`config.mk`:
```
export PLATFORM = sky130hd
export DESIGN_NAME = bcsch_top
export DESIGN_NICKNAME = d
export VERILOG_FILES = /design/src/inc/bcsch_pkg.sv /design/src/rtl/bcsch_top.sv /design/src/rtl/bcsch_phase_gen.sv
export SDC_FILE = /design/constraint.sdc
export NUM_CORES = 1
export LEC_CHECK = 0
export BUFFER_PORTS_ARGS = -buffer_cell sky130_fd_sc_hd__buf_2
export CORE_ASPECT_RATIO = 0.7
export CORE_MARGIN = 1.5
export CORE_UTILIZATION = 40
export DETAILED_ROUTE_END_ITERATION = 8
export PLACE_DENSITY = 0.61
export SLEW_MARGIN = 20
export SYNTH_ARGS = -nofsm -noshare
export SYNTH_HDL_FRONTEND = slang
export SYNTH_SLANG_ARGS = --single-unit
```
`constraint.sdc`:
```
create_clock -name CLK -period 2.3 [get_ports CLK]
set_clock_uncertainty 0.1 [all_clocks]
set_input_delay 0.46 -clock CLK [delete_from_list [all_inputs] [get_ports CLK]]
set_output_delay 0.46 -clock CLK [all_outputs]
set_load 0.1 [all_outputs]
```
`src/inc/bcsch_pkg.sv`:
```
// shared types and constants for the bus cycle status block
package bcsch_pkg;
  // cycle kinds requested by the core sequencer
  typedef enum logic [1:0] {
    BCSCH_CYC_IDLE,
    BCSCH_CYC_FETCH,
    BCSCH_CYC_DATA,
    BCSCH_CYC_COPRO
  } bcsch_kind_t;

  // one upcoming cycle as described by the core
  typedef struct packed {
    bcsch_kind_t kind;
    logic write;
    logic follows;
    logic xlate;
  } bcsch_req_t;

  // pipelined status pins toward memory
  typedef struct packed {
    logic rd_not_wr;
    logic mem_next_n;
    logic map_en_n;
    logic fetch_n;
    logic follows;
  } bcsch_stat_t;

  // coprocessor verdicts
  typedef enum logic [1:0] {
    BCSCH_CP_NONE,
    BCSCH_CP_DONE,
    BCSCH_CP_UNDEF
  } bcsch_cpres_t;

  // reset values of the status pins
  localparam logic BCSCH_RST_RNW = 1'h0;
  localparam logic BCSCH_RST_MEM_N = 1'h0;
  localparam logic BCSCH_RST_MAP_N = 1'h1;
  localparam logic BCSCH_RST_FETCH_N = 1'h1;
  localparam logic BCSCH_RST_FOLLOW = 1'h1;
  localparam logic BCSCH_RST_COP_N = 1'h1;
  // phase divider: system clocks per processor phase
  localparam int BCSCH_PHASE_DIV = 2;
  localparam int BCSCH_DIV_W = 4;
endpackage

```
`src/rtl/bcsch_top.sv`:
```
// cycle status outputs and coprocessor handshake of the processor
`timescale 1ns/1ps
module bcsch_top #(
  parameter int DIV = bcsch_pkg::BCSCH_PHASE_DIV
) (
  // clock and reset
  input wire logic CLK,
  input wire logic RSTN,
  // active high processor clear
  input wire logic CHIP_CLEAR,
  // next cycle description from the core
  input wire bcsch_pkg::bcsch_req_t NEXT_REQ,
  input wire logic NEXT_VALID,
  output logic NEXT_READY,
  // coprocessor inputs
  input wire logic COPRO_BUSY,
  input wire logic COPRO_ABSENT,
  // memory side pipelined status
  output logic READ_NOT_WRITE,
  output logic MEM_CYCLE_NEXT_N,
  output logic MAP_ENABLE_N,
  output logic INSTR_FETCH_N,
  output logic NEXT_ADDR_FOLLOWS,
  // coprocessor strobe
  output logic COPRO_INSTR_N,
  // results to the core
  output logic CYCLE_STROBE,
  output logic RESET_VECTOR,
  output logic UNDEF_TRAP,
  output logic COPRO_DONE
);
  typedef enum logic [1:0] {
    ST_CLEAR,
    ST_RUN,
    ST_COPRO
  } bcsch_state_t;

  typedef struct packed {
    bcsch_state_t state;
    bcsch_pkg::bcsch_stat_t stat;
    logic cop_n;
    logic strobe;
    logic rst_vec;
    bcsch_pkg::bcsch_cpres_t cpres;
  } bcsch_st_t;

  // whole sequencer state in one register, apart from the phase counter
  bcsch_st_t st_ff;
  bcsch_st_t nxt_st;
  // phase strobes, each one system clock wide
  logic ph1_end;
  logic ph2_end;
  bcsch_pkg::bcsch_cpres_t verdict;

  // processor phase strobes from the system clock
  bcsch_phase_gen #(
    .DIV(DIV)
  ) u_phase (
    .clk(CLK),
    .rstn(RSTN),
    .ph1_end(ph1_end),
    .ph2_end(ph2_end)
  );

  // status for a cycle that is being announced
  function automatic bcsch_pkg::bcsch_stat_t announce(
    input bcsch_pkg::bcsch_req_t r
  );
    bcsch_pkg::bcsch_stat_t s;
    s.rd_not_wr = r.write;
    s.mem_next_n = (r.kind == bcsch_pkg::BCSCH_CYC_IDLE) ||
               (r.kind == bcsch_pkg::BCSCH_CYC_COPRO);
    s.map_en_n = ~r.xlate;
    s.fetch_n = (r.kind != bcsch_pkg::BCSCH_CYC_FETCH);
    s.follows = r.follows;
    return s;
  endfunction

  // status shown while clear holds the core in no-ops
  function automatic bcsch_pkg::bcsch_stat_t nop_stat();
    bcsch_pkg::bcsch_stat_t s;
    s.rd_not_wr = bcsch_pkg::BCSCH_RST_RNW;
    s.mem_next_n = bcsch_pkg::BCSCH_RST_MEM_N;
    s.map_en_n = bcsch_pkg::BCSCH_RST_MAP_N;
    s.fetch_n = bcsch_pkg::BCSCH_RST_FETCH_N;
    s.follows = bcsch_pkg::BCSCH_RST_FOLLOW;
    return s;
  endfunction

  // absent wins over busy: a missing unit must trap even if busy floats
  function automatic bcsch_pkg::bcsch_cpres_t copro_verdict(
    input logic absent,
    input logic busy
  );
    if (absent) begin
      return bcsch_pkg::BCSCH_CP_UNDEF;
    end
    if (!busy) begin
      return bcsch_pkg::BCSCH_CP_DONE;
    end
    return bcsch_pkg::BCSCH_CP_NONE;
  endfunction

  // leave the handshake: strobe back high, verdict pulse, core resumes
  function automatic bcsch_st_t finish_copro(
    input bcsch_st_t s,
    input bcsch_pkg::bcsch_cpres_t v
  );
    bcsch_st_t r;
    r = s;
    r.cpres = v;
    r.cop_n = 1'h1;
    r.state = ST_RUN;
    return r;
  endfunction

  // verdict as the pins stand now; acted on only at a phase one end
  assign verdict = copro_verdict(COPRO_ABSENT, COPRO_BUSY);

  // sequencer: status changes only at the end of phase two, or at once on clear, so that it
  // is valid through the last part of the preceding cycle
  always_comb begin
    nxt_st = st_ff;
    nxt_st.strobe = 1'h0;
    nxt_st.rst_vec = 1'h0;
    nxt_st.cpres = bcsch_pkg::BCSCH_CP_NONE;
    case (st_ff.state)
      ST_CLEAR: begin
        nxt_st.stat = nop_stat();
        nxt_st.cop_n = bcsch_pkg::BCSCH_RST_COP_N;
        if (!CHIP_CLEAR && ph2_end) begin
          nxt_st.state = ST_RUN;
          nxt_st.rst_vec = 1'h1;
        end
      end
      ST_RUN: begin
        if (ph2_end) begin
          if (NEXT_VALID) begin
            nxt_st.stat = announce(NEXT_REQ);
            nxt_st.strobe = 1'h1;
            if (NEXT_REQ.kind == bcsch_pkg::BCSCH_CYC_COPRO) begin
              nxt_st.cop_n = 1'h0;
              nxt_st.state = ST_COPRO;
            end
          end else begin
            // no work: an internal cycle with no memory request
            nxt_st.stat.mem_next_n = 1'h1;
            nxt_st.stat.follows = 1'h0;
          end
        end
      end
      ST_COPRO: begin
        // the core is stalled until the coprocessor answers
        if (ph1_end && verdict != bcsch_pkg::BCSCH_CP_NONE) begin
          nxt_st = finish_copro(nxt_st, verdict);
        end
      end
      default: begin
        nxt_st.state = ST_CLEAR;
      end
    endcase
    // clear overrides everything and aborts any handshake
    if (CHIP_CLEAR) begin
      nxt_st.state = ST_CLEAR;
      nxt_st.stat = nop_stat();
      nxt_st.cop_n = bcsch_pkg::BCSCH_RST_COP_N;
      nxt_st.strobe = 1'h0;
      nxt_st.cpres = bcsch_pkg::BCSCH_CP_NONE;
    end
  end

  always_ff @(posedge CLK or negedge RSTN) begin
    if (!RSTN) begin
      st_ff.state <= ST_CLEAR;
      // same no-op status that clear shows, so both agree from the start
      st_ff.stat <= {bcsch_pkg::BCSCH_RST_RNW, bcsch_pkg::BCSCH_RST_MEM_N,
                     bcsch_pkg::BCSCH_RST_MAP_N,
                     bcsch_pkg::BCSCH_RST_FETCH_N,
                     bcsch_pkg::BCSCH_RST_FOLLOW};
      st_ff.cop_n <= bcsch_pkg::BCSCH_RST_COP_N;
      st_ff.strobe <= 1'h0;
      st_ff.rst_vec <= 1'h0;
      st_ff.cpres <= bcsch_pkg::BCSCH_CP_NONE;
    end else begin
      st_ff <= nxt_st;
    end
  end

  // core may offer a cycle only when not clearing or stalled
  assign NEXT_READY = (st_ff.state == ST_RUN) && ph2_end && !CHIP_CLEAR;

  // pipelined pins come straight from flops, so they stand a full cycle
  assign READ_NOT_WRITE = st_ff.stat.rd_not_wr;
  assign MEM_CYCLE_NEXT_N = st_ff.stat.mem_next_n;
  assign MAP_ENABLE_N = st_ff.stat.map_en_n;
  assign INSTR_FETCH_N = st_ff.stat.fetch_n;
  assign NEXT_ADDR_FOLLOWS = st_ff.stat.follows;
  assign COPRO_INSTR_N = st_ff.cop_n;

  // one cycle result pulses toward the core
  assign CYCLE_STROBE = st_ff.strobe;
  assign RESET_VECTOR = st_ff.rst_vec;
  assign UNDEF_TRAP = (st_ff.cpres == bcsch_pkg::BCSCH_CP_UNDEF);
  assign COPRO_DONE = (st_ff.cpres == bcsch_pkg::BCSCH_CP_DONE);
endmodule

```
`src/rtl/bcsch_phase_gen.sv`:
```
// phase enable generator for the two phase processor clock
`timescale 1ns/1ps
module bcsch_phase_gen #(
  parameter int DIV = bcsch_pkg::BCSCH_PHASE_DIV
) (
  // clock and reset
  input wire logic clk,
  input wire logic rstn,
  // phase strobes
  output logic ph1_end,
  output logic ph2_end
);
  typedef struct packed {
    logic [bcsch_pkg::BCSCH_DIV_W-1:0] cnt;
    logic phase;
  } bcsch_pg_st_t;

  bcsch_pg_st_t st_ff;
  bcsch_pg_st_t nxt_st;

  // count out each phase, then toggle
  always_comb begin
    nxt_st = st_ff;
    if (st_ff.cnt == bcsch_pkg::BCSCH_DIV_W'(DIV - 1)) begin
      nxt_st.cnt = '0;
      nxt_st.phase = ~st_ff.phase;
    end else begin
      nxt_st.cnt = st_ff.cnt + 4'h1;
    end
  end

  always_ff @(posedge clk or negedge rstn) begin
    if (!rstn) begin
      st_ff <= '0;
    end else begin
      st_ff <= nxt_st;
    end
  end

  // one cycle pulse at the end of each phase (phase 0 is phase one)
  assign ph1_end = (st_ff.cnt == bcsch_pkg::BCSCH_DIV_W'(DIV - 1)) &&
                   !st_ff.phase;
  assign ph2_end = (st_ff.cnt == bcsch_pkg::BCSCH_DIV_W'(DIV - 1)) &&
                   st_ff.phase;
endmodule

```
After elaboration in Yosys (flattened, before gate mapping) --
Index checks and enable logic that the tools add are counted.
Word-level totals: output and inout port bits 11, input bits 11, register bits 17
Cells by class: muxes and demuxes 26, add/sub/neg operators 1, bitwise logic cells 2, equality and inequality tests 13, reduce and logical (&&, ||, !) cells 18
Operators by type and width (count):
- 2-bit two-way mux | 10
- 9-bit two-way mux | 2
- 6-bit one-hot mux with 3 select lines | 1
- 3-bit inequality test (second input constant) | 5
- 12-bit two-way mux | 1
- 5-bit AND reduction | 2
- 1-bit two-way mux | 7
- 2-bit == test (second input constant) | 3
- 1-bit logical AND | 6
- 2-bit one-hot mux with 3 select lines | 1
- 4-bit by 1-bit adder with 4-bit output (second input constant) | 1
- 2-bit by 1-bit == test with 1-bit output (second input constant) | 2
- 4-bit by 1-bit == test with 1-bit output (second input constant) | 1
- 2-bit logical NOT | 2
- 4-bit two-way mux | 1
- 1-bit one-hot mux with 2 select lines | 2
- 4-bit AND reduction | 1
- 4-bit nonzero test | 1
- 3-bit two-way mux | 1
- 3-bit AND reduction | 1
- 3-bit nonzero test | 1
- 1-bit logical NOT | 2
- 2-bit by 1-bit inequality test with 1-bit output (second input constant) | 1
- 2-bit inequality test (second input constant) | 1
- other kinds (3) | 4

Logic depth before layout (Yosys ltp) --
Gate-level depths: netlist of the first run.
depth after elaboration 9, depth in mapped cells 6

Modules after synthesis --
Synthesis of the first run repeated with hierarchy kept, for this count alone.
Unflattened totals: cells, all modules 86, area, all modules 929.6 um^2
By module, submodules not included:
- bcsch_top | cells an instance 69, instances 1, area each 709.4 um^2
- bcsch_phase_gen | cells an instance 17, instances 1, area each 220.2 um^2

Worst setup path after synthesis of the first run --
Ideal clock, no wire load.
kind reg-to-reg, from register u_phase.st_ff[2] (netlist name), to register st_ff, in the netlist MEM_CYCLE_NEXT_N, stages on the path, launching flop included 5, slack -0.513 ns, data arrival time 2.642 ns, cell sequence dfrtp_1 or4b_4 nor3_2 and3_1 mux2_1
Between the ends: cells in the longest elaborated chain, start to end 4
Ends and longest elaborated chain:
- start, declared | line bcsch_phase_gen.sv:18 | bcsch_pg_st_t st_ff;
- start signal, assigned | line bcsch_phase_gen.sv:36 | st_ff <= nxt_st;
- 4-bit by 1-bit == test with 1-bit output | line bcsch_phase_gen.sv:43 | assign ph2_end = (st_ff.cnt == bcsch_pkg::BCSCH_DIV_W'(DIV - 1)) &&
- 1-bit logical AND | line bcsch_phase_gen.sv:43
- 3-bit inequality test (no line)
- 3-bit AND reduction (no line)
- end signal, assigned | line bcsch_top.sv:185 | st_ff <= nxt_st;
- end, declared | line bcsch_top.sv:48 | bcsch_st_t st_ff;
No other way between the ends. A chain may end at the register's enable or synchronous reset.

Worst setup path after layout of the first run --
from register u_phase.st_ff[4] (netlist name), to output port NEXT_READY
Between the ends: cells in the longest elaborated chain, start to end 4
Ends and longest elaborated chain:
- 4-bit by 1-bit == test with 1-bit output | line bcsch_phase_gen.sv:43
- 1-bit logical AND | line bcsch_phase_gen.sv:43
- 1-bit logical AND (2 in a row) | line bcsch_top.sv:190 | assign NEXT_READY = (st_ff.state == ST_RUN) && ph2_end && !CHIP_CLEAR;
- end, declared | line bcsch_top.sv:14 | output logic NEXT_READY,
No other way between the ends.

==> metrics.txt, run 1 <==
Nets 134; RR Endpoint st_ff[11]$_DFFE_PN0P_; DRC 0; Initial Util 43.0%; Cells after Synth 87; max incr delay on CP approximately 0.53 ns; htree depth 1; Area contributors post-synth dfrtp_1, dfstp_2, mux2_2; critical path depth 3; WP buf/inv 1; die area 2640 sq um; area share of the largest cell type after synthesis between 30% and 40%; worst rel slew slack approximately 68%; Placer Congestion 0.830; I/O Pins 22; DR WL/cell 12.7 um; Num CTS Buffers 3; routed vias 719; final WL 1.88 mm; root buffer cell clkbuf_4; CP Launch Type register; Worst Slack Setup Final -0.0123 ns; fin crit period 2.31 ns; worst skew pair latency 0.29 ns; die height 43.4 um; R2R Setup Slk around 0.27 ns; failing checks setup timing; Detailed Place HPWL 1.41 mm; delay-heaviest family, CP simple AND/OR/NAND/NOR gates; count leader, synth dfrtp_1; Crit. Startpoint u_phase.st_ff[4]$_DFF_PN0_; ANT cells 0; Setup Crit Path Kind reg -> out; FFs w/ async S/R, synth 100%; Seq cells post-synth 17; worst hold path startpoint COPRO_BUSY; Core Region about 2200 sq um; largest net degree at the start of global routing 18; # rows 14; Detail Route Antenna Nets 0; clk sinks 17; pwr/cell area 796 nW/um^2; Crit-path slowest cell or4b_4; synth warn 0; Yosys cell types 29; peak supply drop 0.491 mV; first-pass GRT wire length approximately 3.2 mm; Final Setup Violations 1; Synth area leader dfrtp_1; Post-synth top cells dfrtp_1, inv_1, mux2_2, ha_1, nor2_1; Chip Width 60.7 um; fmax about 430 MHz; maximum root-to-sink buffer count 2; critical path, cell by cell or4b_4 -> nor3_4 -> buf_12; crit-path max FO 4; Vias/cell 4.86; DR pass1 iterations 4; worst slew pin tran 0.488 ns; worst hold margin 0.235 ns; final hold vios 0; Pins Over Slew Limit 0; Critical Path AT 1.75 ns; critical path endpoint category output port; Post-synth EDFFs 0; worst hold path class in -> reg; Mapped Area 933 sq um; Util after Layout 53.6%; worst flop-to-flop path startpoint u_phase.st_ff[2]$_DFF_PN0_; initial antenna violation count 0; total track usage about 17%; Tcrit/Tclk final 101%; Static Leak 0.572 nW; reg2reg path depth 5; Mapped Nets 104; CP required 1.74 ns; CTS tree done; MaxCap Viol Count 0; vias in the first global route 696; initial drt markers 17; crit path to NEXT_READY; Mapped Avg Cell Area 10.7 sq um; RSZ-0062 raised after global routing true; Buffers on Ports 21; synthesis-to-finish area growth 24.8%; register area share after synthesis between 40% and 50%; Clock transition at path regs 0.10 ns; Top FF cell, synth dfrtp_1; status complete, but fails checks; grt total ovfl 0; share of cells above drive strength 1 40.5%
==> cell type report <==
type	instances	area [sq um]
Clock buffer	4	26.3
Tap cell	32	40.0
Inverter	7	26.3
Fill cell	209	1010
Timing Repair Buffer	25	153
Sequential cell	17	434
Multi-Input combinational cell	63	485
==> sequential cells by signal, summed over array words and instances (netlist names) <==
| name | flops |
|---|---|
| st_ff | 4 |
| MAP_ENABLE_N | 1 |
| NEXT_ADDR_FOLLOWS | 1 |
| u_phase.st_ff | 5 |
| MEM_CYCLE_NEXT_N | 1 |
| COPRO_INSTR_N | 1 |
| INSTR_FETCH_N | 1 |
| CYCLE_STROBE | 1 |
| RESET_VECTOR | 1 |
| READ_NOT_WRITE | 1 |
==> repair_timing <==
item,CTS,global route
endpoints found under the setup margin,1,1
gates resized for setup,3,1
hold endpoints to repair,13,0
buffers inserted,2,1
pin swaps,1,1
hold buffers,1,0
==> routing by layer <==
layer  track usage (%)  vias up  wire (um)
met5                 0        -          0
met4              3.91        0         13
met3              6.27        2        140
met2              23.9       24        771
met1              24.4      329        950
li1                  -      364          -
==> metrics by stage <==
stage	TNS [ns]	power [mW]	area, sq um	worst slack, ns	cells
floorplan	-0.201	0.690	940	-0.0762	87
global placement	0	0.761	1100	0.269	140
detailed placement	0	0.769	1100	0.254	140
CTS	0	0.934	1160	0.0343	147
global route	-0.0451	0.987	1160	-0.0451	148
finish	-0.0123	0.927	1160	-0.0123	148
==> worst min path at each step <==
stage	to	slack (ns)	depth (start not counted)
CTS	st_ff[0]$_DFF_PN0_	0.23	2
floorplan	CYCLE_STROBE$_DFF_PN0_	0.06	0
global placement	st_ff[10]$_DFFE_PN0P_	0.31	1
detailed placement	st_ff[10]$_DFFE_PN0P_	0.30	1
finish	st_ff[0]$_DFF_PN0_	0.23	2
global route	st_ff[0]$_DFF_PN0_	0.22	2
==> power breakdown <==
part,internal (mW),switching (mW),total (mW)
combinational,0.132,0.271,0.403
clock,0.0675,0.0945,0.162
sequential,0.340,0.0218,0.362
==> kinds of logic after synthesis <==
kind of cell / count (synthesis) / synth area share (%)
and+or+nand+nor: 35 / 23.3
DFF: 17 / 46.1
AOI/OAI and AO/OA: 12 / 8.18
muxes: 8 / 9.65
buffers and inverters: 7 / 2.82
adders and majority gates: 6 / 8.04
xor gates and xnor gates: 2 / 1.88
==> worst register-to-register path, cell delays in order (launching register included) <==
cell	delay, ns
dfrtp_2	0.42
buf_4	0.16
nor4b_4	0.42
a31oi_1	0.18
o22ai_1	0.28
mux2_2	0.37
==> cell usage in the layout (no fill, tap or decap), types with 4 or more instances in the layout <==
cell      Yosys  routed
buf_2         0      20
dfrtp_1      13      10
inv_1         7       7
mux2_2        7       7
nor2_1        6       6
nand2b_1      5       5
ha_1          6       5
dfstp_2       4       4
nand2_1       4       4
nor2b_1       4       4
o21ai_0       4       4
Note: power is estimated with default switching activity, not from simulation.
==> run 2, diff against run 1 <==
--- a/config.mk
+++ b/config.mk
@@ -6,11 +6,13 @@
 export NUM_CORES = 1
 export LEC_CHECK = 0
 export BUFFER_PORTS_ARGS = -buffer_cell sky130_fd_sc_hd__buf_2
+export CELL_PAD_IN_SITES_DETAIL_PLACEMENT = 1
+export CELL_PAD_IN_SITES_GLOBAL_PLACEMENT = 2
 export CORE_ASPECT_RATIO = 0.7
 export CORE_MARGIN = 1.5
-export CORE_UTILIZATION = 40
+export CORE_UTILIZATION = 32
 export DETAILED_ROUTE_END_ITERATION = 8
-export PLACE_DENSITY = 0.61
+export PLACE_DENSITY = 0.75
 export SLEW_MARGIN = 20
 export SYNTH_ARGS = -nofsm -noshare
 export SYNTH_HDL_FRONTEND = slang
==> run 2 against run 1 <==
Against the previous run: the flow now finishes without violations; die area increased by 23%; count of clock-buffer cells in the layout unchanged; combinational power increased by 1%; via count decreased by 0.42%; critical endpoint unchanged; critical path type unchanged; core utilization fell by 12 points.
==> metrics.txt, run 2 (synthesis gave the netlist of run 1 again) <==
Cell Count, Final, Fillers Out 148 (unchanged); critical path endpoint category output port; Vias/cell 4.84 (-0.42%); final WL 2.06 mm (+9.7%); I/O Pins 22 (unchanged); Static Leak 0.563 nW (-1.6%); routed vias 716 (-0.42%); htree depth 1 (unchanged); DR pass1 iterations 4 (unchanged); hold_buf cts 0 (-1); CP Launch Type register; worst hold margin 0.0219 ns (-0.213 ns); Seq. cell area 433 sq um (-0.29%); Final Setup Violations 0 (-1); most frequent cells in the layout buf_2, dfrtp_1, inv_1, mux2_2, nor2_1; Detail Route Antenna Nets 0 (unchanged); setup bufs post-CTS 0 (-2); first-pass GRT wire length 3.36 mm (+4.7%); Clock transition at path regs 0.06 ns (-0.04 ns); Tcrit/Tclk final 97.1% (-3.4 points); die area 3250 sq um (+23%); Crit. Startpoint u_phase.st_ff[2]$_DFF_PN0_; vias in the first global route 697 (+0.14%); largest net degree at the start of global routing 18 (unchanged); Initial Util 33.5% (-9.4 points); Detailed Place HPWL 1.64 mm (+16%); CTS tree done; total track usage 14.8% (-2.0 points); CP required 1.74 ns (about the same); final hold vios 0 (unchanged); Core Region 2780 sq um (+28%); maximum root-to-sink buffer count 2 (unchanged); Placer Congestion 0.790 (-4.7%); crit-path max FO 6 (+2); commonest non-fill, non-tap cell in the layout buf_2; worst flop-to-flop path startpoint u_phase.st_ff[2]$_DFF_PN0_; initial antenna violation count 0 (unchanged); DR WL/cell 13.9 um (+9.7%); Chip Width 67.6 um (+11%); Critical Path AT 1.67 ns (-0.08 ns); post-route cell area 1150 sq um (-0.86%); share of cells above drive strength 1 38.4% (-2.1 points); synthesis-to-finish area growth 23.7%; ANT cells 0 (unchanged); worst skew pair latency 0.25 ns (-0.04 ns); DRC 0 (unchanged); RSZ-0062 raised after global routing true; number of flip-flops in the largest register 5 (unchanged); fin crit period 2.23 ns (-0.0784 ns); Total Power 0.991 mW (+6.9%); pwr/cell area 858 nW/um^2 (+7.8%); Layout fillers 327 (+56%); Setup Crit Path Kind reg -> out; grt total ovfl 0 (unchanged); MaxCap Viol Count 0 (unchanged); root buffer cell clkbuf_8; worst slew pin tran 0.490 ns (+0.00164 ns); status completed; Num CTS Buffers 3 (unchanged); # rows 16 (+2); Pins Over Slew Limit 0 (unchanged); worst rel slew slack 67.6% (-0.11 points); fmax 448 MHz (+3.5%); register with the most flip-flops u_phase.st_ff; Post-DP Area 1100 sq um (+0.46%); placed cells 144 (+2.9%); initial drt markers 31 (+14); Nets 130 (-3.0%); peak supply drop 0.579 mV (+18%); worst hold path class in -> async; Multi-input gate area 485 sq um (unchanged); Largest regs u_phase.st_ff x5, st_ff x4; die height 48.2 um (+11%); clk sinks 17 (unchanged); Buffers on Ports 21 (unchanged)
run 2: cell types whose count changed in the layout (fill, tap and decap cells not counted):
cell           before  now
dfrtp_1            10   11
clkbuf_8            0    3
clkbuf_4            3    0
dfrtp_2             3    2
dlygate4sd3_1       1    0
buf_4               3    0
run 2: final cells by class:
cell class	instances	area share (%)
Inverter	7	2.28
Clock buffer	4	3.90
Multi-Input combinational cell	63	42.0
Sequential cell	17	37.5
Tap cell	36	3.90
Timing Repair Buffer	21	10.4
run 2: timing repair:
item                                    CTS  global route
endpoints found under the setup margin    1             1
resized for setup                         0             3
pin swaps                                 1             0
run 2: where the power goes:
group	switching [mW]	leakage, nW	total, mW	internal (mW)
logic	0.276	0.325	0.408	0.132
clock network	0.0971	0.0228	0.220	0.123
registers	0.0217	0.215	0.362	0.341
run 2: path summary, 6_finish.rpt:
| kind | end | slack [ns] | depth (start not counted) |
|---|---|---|---|
| max reg2reg | READ_NOT_WRITE$_DFFE_PN0P_ | 0.35 | 4 |
| min | RESET_VECTOR$_DFF_PN0_ | 0.02 | 1 |
| min in group CLK | st_ff[0]$_DFF_PN0_ | 0.28 | 2 |
| max | NEXT_READY | 0.07 | 3 |
| min reg2reg | MEM_CYCLE_NEXT_N$_DFFE_PN0P_ | 0.40 | 1 |
| max in group asynchronous | INSTR_FETCH_N$_DFFE_PN1P_ | 1.76 | 1 |
run 2: metal layers:
| metal | share of wire, % | GRT usage (%) |
|---|---|---|
| met1 | 49 | 19.0 |
| met2 | 42 | 22.7 |
| met3 | 7.7 | 5.77 |
| met4 | 1.6 | 6.12 |
| met5 | 0 | 0 |
run 2: stage by stage:
step	utilization (%)	TNS (ns)	worst slack, ns
after floorplan	-	-0.201	-0.0762
after detailed placement	39.7	0	0.265
after global placement	39.7	0	0.272
after global routing	41.5	-0.00254	-0.00254
final	41.5	0	0.0662
after CTS	41.3	0	0.0305
run 2: critical path, stage by stage (launching register included):
cell	delay, ns
dfrtp_2	0.45
or4b_4	0.57
nor3_4	0.20
buf_12	0.21
==> run 3, diff against run 2 <==
--- a/config.mk
+++ b/config.mk
@@ -12,7 +12,7 @@
 export CORE_MARGIN = 1.5
 export CORE_UTILIZATION = 32
 export DETAILED_ROUTE_END_ITERATION = 8
-export PLACE_DENSITY = 0.75
+export PLACE_DENSITY_LB_ADDON = 0.08
 export SLEW_MARGIN = 20
 export SYNTH_ARGS = -nofsm -noshare
 export SYNTH_HDL_FRONTEND = slang
==> run 3 against run 2 <==
Against the previous run: fmax is 1.6% lower; critical path type unchanged; count of clock-buffer cells in the layout stayed put; setup slack worse by 0.037 ns; flip-flop and latch count stayed put; sequential power hardly changed; clock power is 2% higher.
==> metrics.txt, run 3 (synthesis gave the netlist of run 1 again) <==
hold_buf cts 0 (unchanged); largest net degree at the start of global routing 18 (unchanged); Vias/cell 4.90 (+1.3%); CP required 1.74 ns (about the same); initial drt markers 17 (-45%); MaxCap Viol Count 0 (unchanged); die height 48.2 um (unchanged); Core Region 2780 sq um (unchanged); pwr/cell area 858 nW/um^2 (about the same); Detail Route Antenna Nets 0 (unchanged); setup bufs post-CTS 0 (unchanged); DRC 0 (unchanged); status completed; number of flip-flops in the largest register 5 (unchanged); ANT cells 0 (unchanged); crit-path max FO 6 (unchanged); critical path endpoint category output port; Initial Util 33.5% (unchanged); CP Launch Type register; total track usage 14.8% (-0.023 points); worst rel slew slack 67.4% (-0.17 points); Final Setup Violations 0 (unchanged); fmax 440 MHz (-1.6%); htree depth 1 (unchanged); peak supply drop 0.462 mV (-20%); Pins Over Slew Limit 0 (unchanged); Chip Width 67.6 um (unchanged); routed vias 725 (+1.3%); initial antenna violation count 0 (unchanged); Placer Congestion 0.721 (-8.8%); Static Leak 0.564 nW (+0.30%); RSZ-0062 raised after global routing true; worst skew pair latency 0.25 ns (about the same); worst hold margin 0.0236 ns (+0.00175 ns); register with the most flip-flops u_phase.st_ff; Num CTS Buffers 3 (unchanged); die area 3250 sq um (unchanged); Buffers on Ports 21 (unchanged); Clock transition at path regs 0.07 ns (about the same); setup TNS 0 ns (unchanged); synthesis-to-finish area growth 23.6%; DR WL/cell 14.4 um (+3.3%); fin crit period 2.27 ns (+0.0368 ns); clk sinks 17 (unchanged); CTS tree done; Detailed Place HPWL 1.63 mm (-0.32%); commonest non-fill, non-tap cell in the layout buf_2; Setup Crit Path Kind reg -> out; maximum root-to-sink buffer count 2 (unchanged); first-pass GRT wire length 3.36 mm (unchanged); DR pass1 iterations 2 (-2); most frequent cells in the layout buf_2, dfrtp_1, inv_1, mux2_2, nor2_1; I/O Pins 22 (unchanged); pre-CTS WS 0.239 ns (-0.0265 ns); Largest regs u_phase.st_ff x5, st_ff x4; Worst Slack Setup Final 0.0293 ns (-0.0368 ns); root buffer cell clkbuf_8; worst hold path class in -> async; Nets 130 (unchanged); Tcrit/Tclk final 98.7% (+1.6 points); final WL 2.12 mm (+3.3%); Critical Path AT 1.71 ns (+0.04 ns); share of cells above drive strength 1 37.5% (-0.89 points); Util after Layout 41.5% (-0.045 points); final hold vios 0 (unchanged); # rows 16 (unchanged); vias in the first global route 702 (+0.72%); grt total ovfl 0 (unchanged); worst slew pin tran 0.492 ns (+0.00259 ns)
[run 3: cell types whose count changed in the layout (fill, tap and decap cells not counted)]
cell / delta
dfrtp_1: +1
dfrtp_2: -1
[run 3: power by group]
| group | internal (mW) | switching [mW] | total (mW) |
|---|---|---|---|
| clock network | 0.123 | 0.102 | 0.225 |
| logic | 0.131 | 0.273 | 0.404 |
| registers | 0.340 | 0.0209 | 0.361 |
[run 3: stage by stage]
step	instance area, sq um	std cells	power [mW]
after global placement	1100	144	0.771
after CTS	1150	148	1.00
after floorplan	940	87	0.690
after detailed placement	1100	144	0.771
final	1150	148	0.990
after global routing	1150	148	1.06
[run 3: path summary, 6_finish.rpt]
kind	startpoint	to	slack, ns	cells after the start
worst max-delay path	u_phase.st_ff[2]$_DFF_PN0_	NEXT_READY	0.03	3
worst min-delay path	RSTN	st_ff[10]$_DFFE_PN0P_	0.02	1
worst max register to register	u_phase.st_ff[2]$_DFF_PN0_	READ_NOT_WRITE$_DFFE_PN0P_	0.39	4
worst min register to register	MEM_CYCLE_NEXT_N$_DFFE_PN0P_	MEM_CYCLE_NEXT_N$_DFFE_PN0P_	0.41	1
max in group asynchronous	RSTN	MAP_ENABLE_N$_DFFE_PN1P_	1.76	1
min in group CLK	COPRO_BUSY	st_ff[0]$_DFF_PN0_	0.28	2
[run 3: routing by layer]
| layer | vias to the layer above | GRT usage (%) | wire length (um) |
|---|---|---|---|
| met2 | 24 | 22.5 | 878 |
| met5 | - | 0 | 0 |
| met3 | 2 | 6.00 | 132 |
| li1 | 356 | - | - |
| met4 | 0 | 3.67 | 13 |
| met1 | 343 | 19.8 | 1100 |
[run 3: repair_timing]
item                                    CTS  global route
pin swaps                                 1             0
endpoints found under the setup margin    1             1
gates resized for setup                   1             1
[run 3: area by class of cell]
cell class | count | area (sq um)
Tap cell | 36 | 45.0
Clock buffer | 4 | 45.0
Fill cell | 329 | 1630
Inverter | 7 | 26.3
Sequential cell | 17 | 432
Multi-Input combinational cell | 63 | 485
Timing Repair Buffer | 21 | 120
[run 3: worst max-delay path: stages, from the launching register on]
cell	delay, ns
dfrtp_2	0.45
or4b_4	0.58
nor3_4	0.21
buf_12	0.21
